[src/nsr_pkg.sv]
// Package of constants and types for the nv store/recall host controller
package nsr_pkg;
  localparam int ADDR_W = 18;
  localparam int DATA_W = 16;
  localparam int CLK_MHZ = 125;
  // Timing figures in ns, counts derived at the 125 MHz clock
  localparam int SETUP_NS = 24;
  localparam int STROBE_NS = 48;
  localparam int HOLD_NS = 16;
  localparam int GRACE_NS = 25;
  // Assumed recall times; both must stay inside the 8-bit wait counter
  localparam int RECALL_NS = 2000;
  localparam int POWERUP_NS = 1000;
  localparam int SETUP_CYC = (SETUP_NS * CLK_MHZ + 999) / 1000;
  localparam int STROBE_CYC = (STROBE_NS * CLK_MHZ + 999) / 1000;
  localparam int HOLD_CYC = (HOLD_NS * CLK_MHZ + 999) / 1000;
  localparam int GRACE_CYC = (GRACE_NS * CLK_MHZ + 999) / 1000;
  localparam int RECALL_CYC = (RECALL_NS * CLK_MHZ + 999) / 1000;
  localparam int POWERUP_CYC = (POWERUP_NS * CLK_MHZ + 999) / 1000;
  localparam int CNT_W = 8;
  localparam int SEQ_LEN = 6;
  localparam logic [15:0] SEQ_A0 = 16'h4e38;
  localparam logic [15:0] SEQ_A1 = 16'hb1c7;
  localparam logic [15:0] SEQ_A2 = 16'h83e0;
  localparam logic [15:0] SEQ_A3 = 16'h7c1f;
  localparam logic [15:0] SEQ_A4 = 16'h703f;
  localparam logic [15:0] CMD_STORE = 16'h8fc0;
  localparam logic [15:0] CMD_RECALL = 16'h4c63;
  localparam logic [15:0] CMD_AS_OFF = 16'h8b45;
  localparam logic [15:0] CMD_AS_ON = 16'h4b46;
  typedef enum logic [2:0] {
    NSR_OP_READ, NSR_OP_WRITE, NSR_OP_STORE, NSR_OP_RECALL,
    NSR_OP_AS_OFF, NSR_OP_AS_ON, NSR_OP_HW_STORE
  } nsr_op_t;
endpackage

[src/nsr_cyc_if.sv]
// Interface between sequencer and the bus-cycle engine
`timescale 1ns/1ps
interface nsr_cyc_if;
  import nsr_pkg::*;
  logic start;
  logic is_write;
  logic [ADDR_W-1:0] addr;
  logic [DATA_W-1:0] wdata;
  logic [1:0] be_n;
  logic busy;
  logic done;
  logic [DATA_W-1:0] rdata;
  modport master (output start, is_write, addr, wdata, be_n,
                  input busy, done, rdata);
  modport engine (input start, is_write, addr, wdata, be_n,
                  output busy, done, rdata);
endinterface

[src/nsr_cycle.sv]
// One asynchronous SRAM read or write cycle, chip-select controlled
`timescale 1ns/1ps
module nsr_cycle
  import nsr_pkg::*;
(
  input wire logic clk,
  input wire logic nrst,
  nsr_cyc_if.engine cyc,
  output logic e_n,
  output logic w_n,
  output logic g_n,
  output logic [1:0] be_n,
  output logic [ADDR_W-1:0] addr,
  output logic [DATA_W-1:0] dq_out,
  output logic dq_oe_n,
  input wire logic [DATA_W-1:0] dq_in
);
  typedef enum logic [1:0] {C_IDLE, C_SETUP, C_STROBE, C_HOLD} nsr_cst_t;
  nsr_cst_t st;
  logic [CNT_W-1:0] cnt;
  logic wr;
  wire cnt_done = (cnt == '0);
  assign cyc.busy = (st != C_IDLE);

  always_ff @(posedge clk) begin
    if (!nrst) begin
      st <= C_IDLE;
      cnt <= '0;
      wr <= 1'b0;
      e_n <= 1'b1;
      w_n <= 1'b1;
      g_n <= 1'b1;
      be_n <= 2'b11;
      addr <= '0;
      dq_out <= '0;
      dq_oe_n <= 1'b1;
      cyc.done <= 1'b0;
      cyc.rdata <= '0;
    end else begin
      cyc.done <= 1'b0;
      if (!cnt_done) cnt <= cnt - 1'b1;
      case (st)
        C_IDLE: if (cyc.start) begin
          // Address and strobes settle before chip select falls
          addr <= cyc.addr;
          be_n <= cyc.be_n;
          wr <= cyc.is_write;
          w_n <= !cyc.is_write;
          g_n <= cyc.is_write;
          dq_out <= cyc.wdata;
          dq_oe_n <= !cyc.is_write;
          cnt <= CNT_W'(SETUP_CYC - 1);
          st <= C_SETUP;
        end
        // One clean falling edge of chip select per cycle
        C_SETUP: if (cnt_done) begin
          e_n <= 1'b0;
          cnt <= CNT_W'(STROBE_CYC - 1);
          st <= C_STROBE;
        end
        C_STROBE: if (cnt_done) begin
          e_n <= 1'b1;
          if (!wr) cyc.rdata <= dq_in;
          cnt <= CNT_W'(HOLD_CYC - 1);
          st <= C_HOLD;
        end
        C_HOLD: if (cnt_done) begin
          w_n <= 1'b1;
          g_n <= 1'b1;
          dq_oe_n <= 1'b1;
          cyc.done <= 1'b1;
          st <= C_IDLE;
        end
        default: st <= C_IDLE;
      endcase
    end
  end
endmodule

[src/nsr_host.sv]
// Host controller issuing SRAM cycles and nonvolatile command sequences
// Functional notes
// - Store sequence: six ordered reads ending at 0x8FC0.
// - Host sequences use only reads with output drive and both bytes enabled.
// - Recall sequence: same five reads then 0x4C63.
// - Host gives each sequence read one clean falling edge.
// - Autostore disable: five common reads then 0x8B45.
// - Autostore enable: five common reads then 0x4B46.
// - Changed autostore setting persists only after a later store.
// - Host keeps write strobe high through all six sequence reads.
`timescale 1ns/1ps
module nsr_host
  import nsr_pkg::*;
(
  input wire logic CLK,
  input wire logic NRST,
  input wire logic REQ_VALID,
  input wire nsr_pkg::nsr_op_t REQ_OP,
  input wire logic [nsr_pkg::ADDR_W-1:0] REQ_ADDR,
  input wire logic [nsr_pkg::DATA_W-1:0] REQ_WDATA,
  input wire logic [1:0] REQ_BE_N,
  output logic REQ_READY,
  output logic RSP_VALID,
  output logic [nsr_pkg::DATA_W-1:0] RSP_RDATA,
  output logic DEV_BUSY,
  output logic E_N,
  output logic W_N,
  output logic G_N,
  output logic HI_BYTE_N,
  output logic LO_BYTE_N,
  output logic [nsr_pkg::ADDR_W-1:0] A,
  output logic [nsr_pkg::DATA_W-1:0] DQ_OUT,
  output logic DQ_OE_N,
  input wire logic [nsr_pkg::DATA_W-1:0] DQ_IN,
  output logic STORE_REQ_BUSY_N_OUT,
  output logic STORE_REQ_BUSY_N_OE_N,
  input wire logic STORE_REQ_BUSY_N_IN
);
  import nsr_pkg::*;
  typedef enum logic [2:0] {
    S_IDLE, S_CYC, S_WAIT, S_HW_PULL, S_HW_WAIT
  } nsr_st_t;

  nsr_cyc_if cyc ();
  nsr_st_t st;
  nsr_op_t op;
  logic [2:0] step;
  logic [ADDR_W-1:0] addr;
  logic [DATA_W-1:0] wdata;
  logic [1:0] be_n;
  logic start;
  logic [CNT_W-1:0] cnt;
  logic [1:0] be_pair;
  logic busy_q;

  // Only the low 16 bits carry the code; upper bits held zero
  wire logic [15:0] final_code =
    (op == NSR_OP_STORE)  ? CMD_STORE :
    (op == NSR_OP_RECALL) ? CMD_RECALL :
    (op == NSR_OP_AS_OFF) ? CMD_AS_OFF : CMD_AS_ON;
  // Address of the following step; every sequence opens at step 0
  wire logic [2:0] next_step = step + 3'd1;
  wire logic [15:0] next_code =
    (next_step == 3'd1) ? SEQ_A1 :
    (next_step == 3'd2) ? SEQ_A2 :
    (next_step == 3'd3) ? SEQ_A3 :
    (next_step == 3'd4) ? SEQ_A4 : final_code;
  wire logic is_seq = (op == NSR_OP_STORE) || (op == NSR_OP_RECALL) ||
                      (op == NSR_OP_AS_OFF) || (op == NSR_OP_AS_ON);
  wire logic last_step = (step == 3'(SEQ_LEN - 1));
  // Device busy pin low means a store is running
  wire logic dev_busy = !STORE_REQ_BUSY_N_IN;
  // A recall leaves the chip deaf while the busy pin stays high, so
  // the host can only count out the recall time
  wire logic [CNT_W-1:0] wait_len =
    (op == NSR_OP_RECALL) ? CNT_W'(RECALL_CYC) : CNT_W'(GRACE_CYC);
  // New orders only once the pin is high and every wait has run out;
  // the same counter covers the power-up recall after reset
  wire logic can_take = !dev_busy && (cnt == '0);
  wire logic req_rw = (REQ_OP == NSR_OP_READ) || (REQ_OP == NSR_OP_WRITE);
  // Sequence addresses keep the two upper address bits at zero
  wire logic [ADDR_W-1:0] seq_first = {{(ADDR_W-16){1'b0}}, SEQ_A0};
  wire logic [ADDR_W-1:0] seq_next = {{(ADDR_W-16){1'b0}}, next_code};

  assign cyc.start = start;
  assign cyc.is_write = (op == NSR_OP_WRITE);
  assign cyc.addr = addr;
  assign cyc.wdata = wdata;
  assign cyc.be_n = be_n;

  nsr_cycle u_cycle (
    .clk(CLK),
    .nrst(NRST),
    .cyc(cyc),
    .e_n(E_N),
    .w_n(W_N),
    .g_n(G_N),
    .be_n(be_pair),
    .addr(A),
    .dq_out(DQ_OUT),
    .dq_oe_n(DQ_OE_N),
    .dq_in(DQ_IN)
  );
  // Byte lanes travel as a pair and split only at the pins
  assign HI_BYTE_N = be_pair[1];
  assign LO_BYTE_N = be_pair[0];

  always_ff @(posedge CLK) begin
    if (!NRST) begin
      st <= S_IDLE;
      op <= NSR_OP_READ;
      step <= '0;
      addr <= '0;
      wdata <= '0;
      be_n <= 2'b11;
      start <= 1'b0;
      // Chip recalls on power-up and is deaf until that ends; the wait
      // is loaded here so no order reaches it early
      cnt <= CNT_W'(POWERUP_CYC);
      busy_q <= 1'b1;
      REQ_READY <= 1'b0;
      RSP_VALID <= 1'b0;
      RSP_RDATA <= '0;
      DEV_BUSY <= 1'b1;
      STORE_REQ_BUSY_N_OUT <= 1'b1;
      STORE_REQ_BUSY_N_OE_N <= 1'b1;
    end else begin
      start <= 1'b0;
      RSP_VALID <= 1'b0;
      busy_q <= dev_busy;
      DEV_BUSY <= dev_busy;
      if (cnt != '0) cnt <= cnt - 1'b1;
      case (st)
        S_IDLE: begin
          // No cycle while device busy: writes would be refused
          // Ready drops a cycle after each offer so one valid is taken once
          REQ_READY <= can_take && !REQ_READY;
          if (REQ_READY && REQ_VALID) begin
            REQ_READY <= 1'b0;
            op <= REQ_OP;
            step <= '0;
            wdata <= REQ_WDATA;
            if (REQ_OP == NSR_OP_HW_STORE) begin
              // Pull the pin low, then hold it over the grace time
              STORE_REQ_BUSY_N_OUT <= 1'b0;
              STORE_REQ_BUSY_N_OE_N <= 1'b0;
              cnt <= CNT_W'(GRACE_CYC);
              st <= S_HW_PULL;
            end else begin
              if (req_rw) begin
                addr <= REQ_ADDR;
                be_n <= REQ_BE_N;
              end else begin
                // Sequence reads: both bytes, output drive
                // An autostore change lasts only once a store follows;
                // the caller orders that store
                addr <= seq_first;
                be_n <= 2'b00;
              end
              start <= 1'b1;
              st <= S_CYC;
            end
          end
        end
        S_CYC: if (cyc.done) begin
          if (is_seq && !last_step) begin
            // Strict order, back to back, write strobe high
            step <= step + 3'd1;
            addr <= seq_next;
            start <= 1'b1;
          end else begin
            RSP_VALID <= 1'b1;
            RSP_RDATA <= cyc.rdata;
            // Store/recall: wait for busy to rise again
            st <= S_WAIT;
            cnt <= wait_len;
          end
        end
        S_HW_PULL: if (cnt == '0) begin
          // Release; device keeps it low if a store runs
          STORE_REQ_BUSY_N_OUT <= 1'b1;
          STORE_REQ_BUSY_N_OE_N <= 1'b1;
          cnt <= CNT_W'(GRACE_CYC);
          st <= S_HW_WAIT;
        end
        // An ignored request never pulls the pin; the grace count alone
        // then decides when the answer goes out
        S_HW_WAIT: if (cnt == '0 && !busy_q) begin
          RSP_VALID <= 1'b1;
          st <= S_IDLE;
        end
        // Busy is seen one cycle late, so the count covers that gap
        // before the pin level is trusted
        S_WAIT: if (cnt == '0 && !busy_q) begin
          st <= S_IDLE;
        end
        default: st <= S_IDLE;
      endcase
    end
  end
endmodule

[config.mk]
export PLATFORM = sky130hd
export DESIGN_NAME = nsr_host
export DESIGN_NICKNAME = d
export VERILOG_FILES = /design/src/nsr_pkg.sv /design/src/nsr_cyc_if.sv /design/src/nsr_cycle.sv /design/src/nsr_host.sv
export SDC_FILE = /design/constraint.sdc
export NUM_CORES = 1
export LEC_CHECK = 0
export ABC_AREA = 1
export BUFFER_PORTS_ARGS = -buffer_cell sky130_fd_sc_hd__buf_2
export CORE_MARGIN = 2
export CORE_UTILIZATION = 40
export CTS_BUF_LIST = sky130_fd_sc_hd__clkbuf_4 sky130_fd_sc_hd__clkbuf_8
export DETAILED_ROUTE_END_ITERATION = 8
export PLACE_DENSITY = 0.66
export SYNTH_ARGS = -nofsm -noshare
export SYNTH_HDL_FRONTEND = slang
export SYNTH_HIERARCHICAL = 1
export SYNTH_SLANG_ARGS = --single-unit
[constraint.sdc]
create_clock -name CLK -period 2.2 [get_ports CLK]
set_input_delay 0.44 -clock CLK [delete_from_list [all_inputs] [get_ports CLK]]
set_output_delay 0.44 -clock CLK [all_outputs]
set_load 0.02 [all_outputs]
==> flow_summary.toml, run 1 <==
[detailed_routing]
vias = 5557
dr.pass1.iters = 5
first_iter_violations = 369
routed_wirelength_um = 14400
ant_nets = 0
wl_per_cell_um = 12.2
via_per_inst = 4.72
drc = 0

[placement]
routabilityCongestion = 0.880
io_buffer_count = 119
place_area_mm2 = 0.00685
hpwlAfterDp_um = 9900

[worst_setup_path]
cp.arrival_ns = 2.18
slowest_delay_ns = 0.37
path_delay_family = "simple AND/OR/NAND/NOR gates"
critPathMostFrequentCell = "nor2_1"
end_kind = "flip-flop"
cp_num_buf_inv = 3
cp_max_fo = 22
cp-start-kind = "flip-flop"
cp.required_ns = 2.54
cp_slowest_cell = "dfxtp_1"
cp_cell_sequence = "inv_1 -> ha_1 -> inv_1 -> nand2_1 -> nor2_1 -> nand2_4 -> nand2_4 -> inv_2 -> nor2_1 -> nor2_1"
crit_type = "reg -> reg"

[power]
power_density_mw_per_mm2 = 799
p_leak_nw = 3.53
ir_drop_uv = 588

[cts]
clk_path_buf_depth = 2
clkLatencyLatePin_ns = 0.44
root_buffer = "clkbuf_8"
cts-buffers-inserted = 17
cts_sinks = 141
path_clk_slew_ns = 0.08
ctsHoldBuffers = 0
tritoncts = "built"
post-cts-setup-buffers = 0
htree_levels = 4
post_cts_resized = 0

[global_routing]
antenna_found_initial = 0
grt_pass1_vias = 5118
grt_max_degree = 63
grtUsageTotal_pct = 18.2
overflow = 0
grt_pass1_wl_um = 24000

[timing]
slew_viol_final = 0
rsz0062_at_grt = "false"
setup-tns-final_ns = 0
max_freq_mhz = 542
relSlewSlack_pct = 64.5
hold_violations = 0
fin_crit_ns = 1.84
tightest_slew_ns = 0.533
finalCritPeriodShare_pct = 83.8
hold-worst-slack_ns = 0.205
fin_skew_ns = 0.0105
setup_viol = 0

[layout]
nNetsFinal = 1050
multi_input_area_mm2 = 0.00283
num-fill-cells = 1561
final_cell_area_mm2 = 0.00721
seq_area_mm2 = 0.00282
drive_above_1_share_pct = 18.4
synthToLayoutAreaGrowth_pct = 17.0
diodes = 0

[yosys]
netlist_instances = 865
synth-seq-cells = 141
syn_nets = 939
postSynthAreaPerCell_um2 = 7.12
synth_warnings = 6
ys_types = 32
ys_seq_area_share_pct = 45.8
syn_area_mm2 = 0.00616

[floorplanning]
rows = 45
die_x_um = 128
initial_core_util_pct = 40.7
die_area_mm2 = 0.0164
core_mm2 = 0.0151
pin_count = 120
die_y_um = 128

[run_status]
outcome = "finished clean"

[worst_hold_path]
min_path_type = "in -> reg"

[run]
cap_violations = 0
-- registers in the layout, indices dropped and copies added (netlist names), 2 cells and up --
| register | cells |
|---|---|
| op | 3 |
| cnt | 8 |
| u_cycle/cyc.rdata | 16 |
| u_cycle/dq_out | 16 |
| u_cycle/st | 2 |
| cyc.wdata | 16 |
| RSP_RDATA | 16 |
| st | 3 |
| u_cycle/cnt | 8 |
| u_cycle/addr | 18 |
| be_n | 2 |
| step | 3 |
| addr | 18 |
| u_cycle/be_n | 2 |
-- worst register-to-register path: cells and delay by family, from the launching register on --
kind / cells / cell delay, ns
DFF: 1 / 0.37
buffers and inverters: 3 / 0.35
and+or+nand+nor: 6 / 0.75
adders and majority gates: 1 / 0.28
-- where the power goes --
group / switching [W] / total (W) / leakage (nW) / internal (W)
logic: 0.000663 / 0.00105 / 2.22 / 0.000390
registers: 0.0000831 / 0.00278 / 1.14 / 0.00270
clock network: 0.00102 / 0.00193 / 0.171 / 0.000902
total: 0.00177 / 0.00576 / 3.53 / 0.00399
-- placed cells by master (no fill, tap or decap), types with 6 or more instances in the layout --
cell,count
a21oi_1,45
buf_2,119
buf_4,9
clkbuf_8,17
clkinvlp_4,6
dfxtp_1,141
ha_1,15
inv_1,74
nand2_1,162
nand3_1,64
nor2_1,199
nor2_2,6
nor3_1,6
o21ai_0,80
xor2_1,6
-- layout make-up --
| type | instances | share of cell area [%] |
|---|---|---|
| multi-input combinational | 609 | 39.2 |
| sequential | 141 | 39.1 |
| timing repair buffer | 128 | 9.20 |
| inverter | 79 | 4.15 |
| clock buffer | 18 | 3.35 |
| tap | 188 | 3.26 |
| clock inverter | 14 | 1.68 |
-- routing by layer --
layer | up-vias | global-route usage, % | share of wire, %
met1 | 2471 | 23.1 | 47
li1 | 2955 | - | -
met2 | 118 | 30.4 | 47
met3 | 13 | 4.76 | 5.1
met4 | 0 | 5.69 | 1.2
met5 | - | 0 | 0
-- cells in the mapped netlist --
cell	instances	area share (%)
o22ai_1	1	0.10
buf_2	8	0.65
o21ai_0	80	6.5
nand3_4	1	0.28
nor2_1	199	12
a21oi_1	45	3.7
nand4_1	5	0.51
a32o_1	1	0.16
or2_1	2	0.20
or2_2	2	0.20
a22oi_1	2	0.24
inv_1	74	4.5
or2_0	1	0.10
nand3_1	64	5.2
dfxtp_1	141	46
inv_4	1	0.10
xor2_1	6	0.85
a21boi_0	1	0.12
nand2_1	162	9.9
nand3b_4	1	0.32
buf_4	6	0.73
nand2_4	2	0.37
ha_1	15	3.0
nor3_1	6	0.49
nor2_2	6	0.61
xnor2_1	1	0.14
clkbuf_1	16	0.97
nor2_4	2	0.37
inv_2	4	0.24
nand2_2	3	0.30
buf_6	6	1.1
a21o_1	1	0.12
-- path summary, 6_finish.rpt --
check / from / end / slack [ns] / cells after the start
setup reg to reg: op[2] / addr[10] / 0.36 / 10
setup / recovery: op[2] / addr[10] / 0.36 / 10
hold / removal: STORE_REQ_BUSY_N_IN / busy_q / 0.21 / 2
hold reg to reg: u_cycle/e_n / u_cycle/e_n / 0.46 / 2
-- cells by family (layout without fill, tap and decap cells) --
family	count (synthesis)	in the layout	synth area share [%]
AND/OR/NAND/NOR	456	456	30.9
buffers and inverters	115	239	8.30
adder cells (fa/ha/maj)	15	15	3.05
flip-flops	141	141	45.8
AO/OA/AOI/OAI	131	131	10.9
XOR/XNOR	7	7	0.995
-- metrics by stage --
| step | setup WS, ns | utilization (%) | instances | total power, W |
|---|---|---|---|---|
| 5_1_grt | 0.142 | 47.6 | 1177 | 0.00611 |
| 6_report | 0.355 | 47.6 | 1177 | 0.00576 |
| 2_1_floorplan | 0.596 | - | 865 | 0.00366 |
| 3_5_place_dp | 0.350 | 45.2 | 1145 | 0.00389 |
| 4_1_cts | 0.326 | 47.6 | 1177 | 0.00584 |
| 3_3_place_gp | 0.428 | 45.2 | 1145 | 0.00388 |
Power figures use the tool's default switching activity.
==> run 2: changes to the inputs <==
--- a/config.mk
+++ b/config.mk
@@ -11,7 +11,7 @@
 export CORE_UTILIZATION = 40
 export CTS_BUF_LIST = sky130_fd_sc_hd__clkbuf_4 sky130_fd_sc_hd__clkbuf_8
 export DETAILED_ROUTE_END_ITERATION = 8
-export PLACE_DENSITY = 0.66
+export PLACE_DENSITY = 0.68
 export SYNTH_ARGS = -nofsm -noshare
 export SYNTH_HDL_FRONTEND = slang
 export SYNTH_HIERARCHICAL = 1
==> constraint.sdc (replaced) <==
create_clock -name CLK -period 1.5 [get_ports CLK]
set_input_delay 0.3 -clock CLK [delete_from_list [all_inputs] [get_ports CLK]]
set_output_delay 0.3 -clock CLK [all_outputs]
set_load 0.02 [all_outputs]
==> run 2 against run 1 <==
Compared with the run above: the flow now finishes with violations (negative setup slack); combinational power up 80%; largest power group unchanged; maximum frequency up 21%; power up 56%; critical path type unchanged; sequential power up 47%.
==> flow_summary.toml, run 2 (synthesis results as in run 1) <==
[worst_setup_path]
cp-start-kind = "flip-flop"
cp_slowest_cell = "dfxtp_4"
cp_max_fo = 4
cp.arrival_ns = 1.88
end_kind = "flip-flop"
cp_cell_sequence = "ha_4 -> ha_4 -> nand2_4 -> inv_4 -> nor2_4 -> nand2_2 -> nand4_1 -> nand2_1 -> nor2_1 -> nor2_1"
crit_type = "reg -> reg"
reg2reg_depth = 10
slowest_delay_ns = 0.38
cp.required_ns = 1.85

[placement]
io_buffer_count = 119
routabilityCongestion = 0.870
hpwlAfterDp_um = 10400
pre_cts_slack_ns = -0.0981

[global_routing]
grt_pass1_vias = 5238
grtUsageTotal_pct = 18.7
grt_max_degree = 83
antenna_found_initial = 0
overflow = 0
grt_pass1_wl_um = 24600

[floorplanning]
die_x_um = 128
die_area_mm2 = 0.0164
pin_count = 120
core_mm2 = 0.0151
rows = 45
die_y_um = 128
initial_core_util_pct = 40.7

[timing]
setup_viol = 7
hold-worst-slack_ns = 0.0688
hold_violations = 0
rsz0062_at_grt = "true"
slew_viol_final = 0
fin_crit_ns = 1.53
tightest_slew_ns = 0.524
finalCritPeriodShare_pct = 102
relSlewSlack_pct = 64.8
layout_setup_ws_ns = -0.0271
fin_skew_ns = 0.0147
max_freq_mhz = 655

[detailed_routing]
drc = 0
dr.pass1.iters = 5
ant_nets = 0
routed_wirelength_um = 15700
first_iter_violations = 369
vias = 5888
via_per_inst = 4.79
wl_per_cell_um = 12.8

[cts]
clkLatencyLatePin_ns = 0.46
htree_levels = 4
tritoncts = "built"
path_clk_slew_ns = 0.08
root_buffer = "clkbuf_8"
cts_sinks = 141
cts-buffers-inserted = 17
clk_path_buf_depth = 2
ctsHoldBuffers = 0

[layout]
reg.largest.list = "addr: 18 flops, u_cycle/addr: 18 flops"
nNetsFinal = 1102
drive_above_1_share_pct = 30.9
final_common_cell = "nor2_1"
diodes = 0
synthToLayoutAreaGrowth_pct = 32.4
layout_common_cells = "187 x nor2_1, 147 x nand2_1, 131 x dfxtp_1, 119 x buf_2, 62 x o21ai_0"

[worst_hold_path]
holdPathStages = 3
min_path_type = "in -> reg"

[power]
ir_drop_uv = 761
p_leak_nw = 3.86
power_density_mw_per_mm2 = 1100

[run_status]
violations = "negative setup slack"
outcome = "complete, but fails checks"

[run]
cap_violations = 0
-- run 2: path summary, 6_finish.rpt --
| path | startpoint | slack [ns] | end |
|---|---|---|---|
| min reg2reg | cyc.wdata[1] | 0.46 | cyc.wdata[1] |
| max reg2reg | step[0] | -0.03 | addr[1] |
| max | step[0] | -0.03 | addr[1] |
| min | DQ_IN[13] | 0.07 | u_cycle/cyc.rdata[13] |
-- run 2: repair_timing --
item                       4_1_cts  5_1_grt
gates cloned                     0        4
buffers inserted                 0        6
resized for setup               24      105
pin swaps                        7       35
setup endpoints to repair       44      112
-- run 2: critical path: cells and delay by family, from the launching register on --
kind | cells | cell delay [ns]
buffers and inverters | 1 | 0.04
adder cells (fa/ha/maj) | 2 | 0.41
AND/OR/NAND/NOR | 7 | 0.61
flip-flops | 1 | 0.38
-- run 2: where the power goes --
part           switching (W)  total (W)  internal (W)
sequential          0.000133    0.00409       0.00395
clock                0.00165    0.00302       0.00136
combinational        0.00107    0.00189      0.000823
-- run 2: metrics by stage --
stage          util [%]  total power, W  cell area, µm²  TNS (ns)  std cells
6_report           53.9         0.00899            8160    -0.106       1229
5_1_grt            53.9         0.00954            8160     -1.69       1229
4_1_cts            51.1         0.00894            7740   -0.0199       1219
3_5_place_dp       48.1         0.00591            7290     -1.17       1187
3_3_place_gp       48.1         0.00588            7290    -0.164       1187
2_1_floorplan         -         0.00537            6210         0        865
-- run 2: layer usage --
layer | vias up | share of wire, % | track usage [%] | wire length, µm
met1 | 2642 | 45 | 24.4 | 7040
met4 | 0 | 1.4 | 6.21 | 213
met5 | - | 0 | 0 | 0
li1 | 3074 | - | - | -
met3 | 20 | 6.1 | 5.09 | 958
met2 | 152 | 48 | 30.2 | 7530
-- run 2: area by class of cell --
cell class | count | area (µm²)
Clock buffer | 17 | 234
Clock inverter | 15 | 150
Fill cell | 1434 | 6990
Inverter | 79 | 322
Multi-Input combinational cell | 609 | 3190
Sequential cell | 141 | 2840
Tap cell | 188 | 235
Timing Repair Buffer | 178 | 1170
Timing Repair inverter | 2 | 17.5
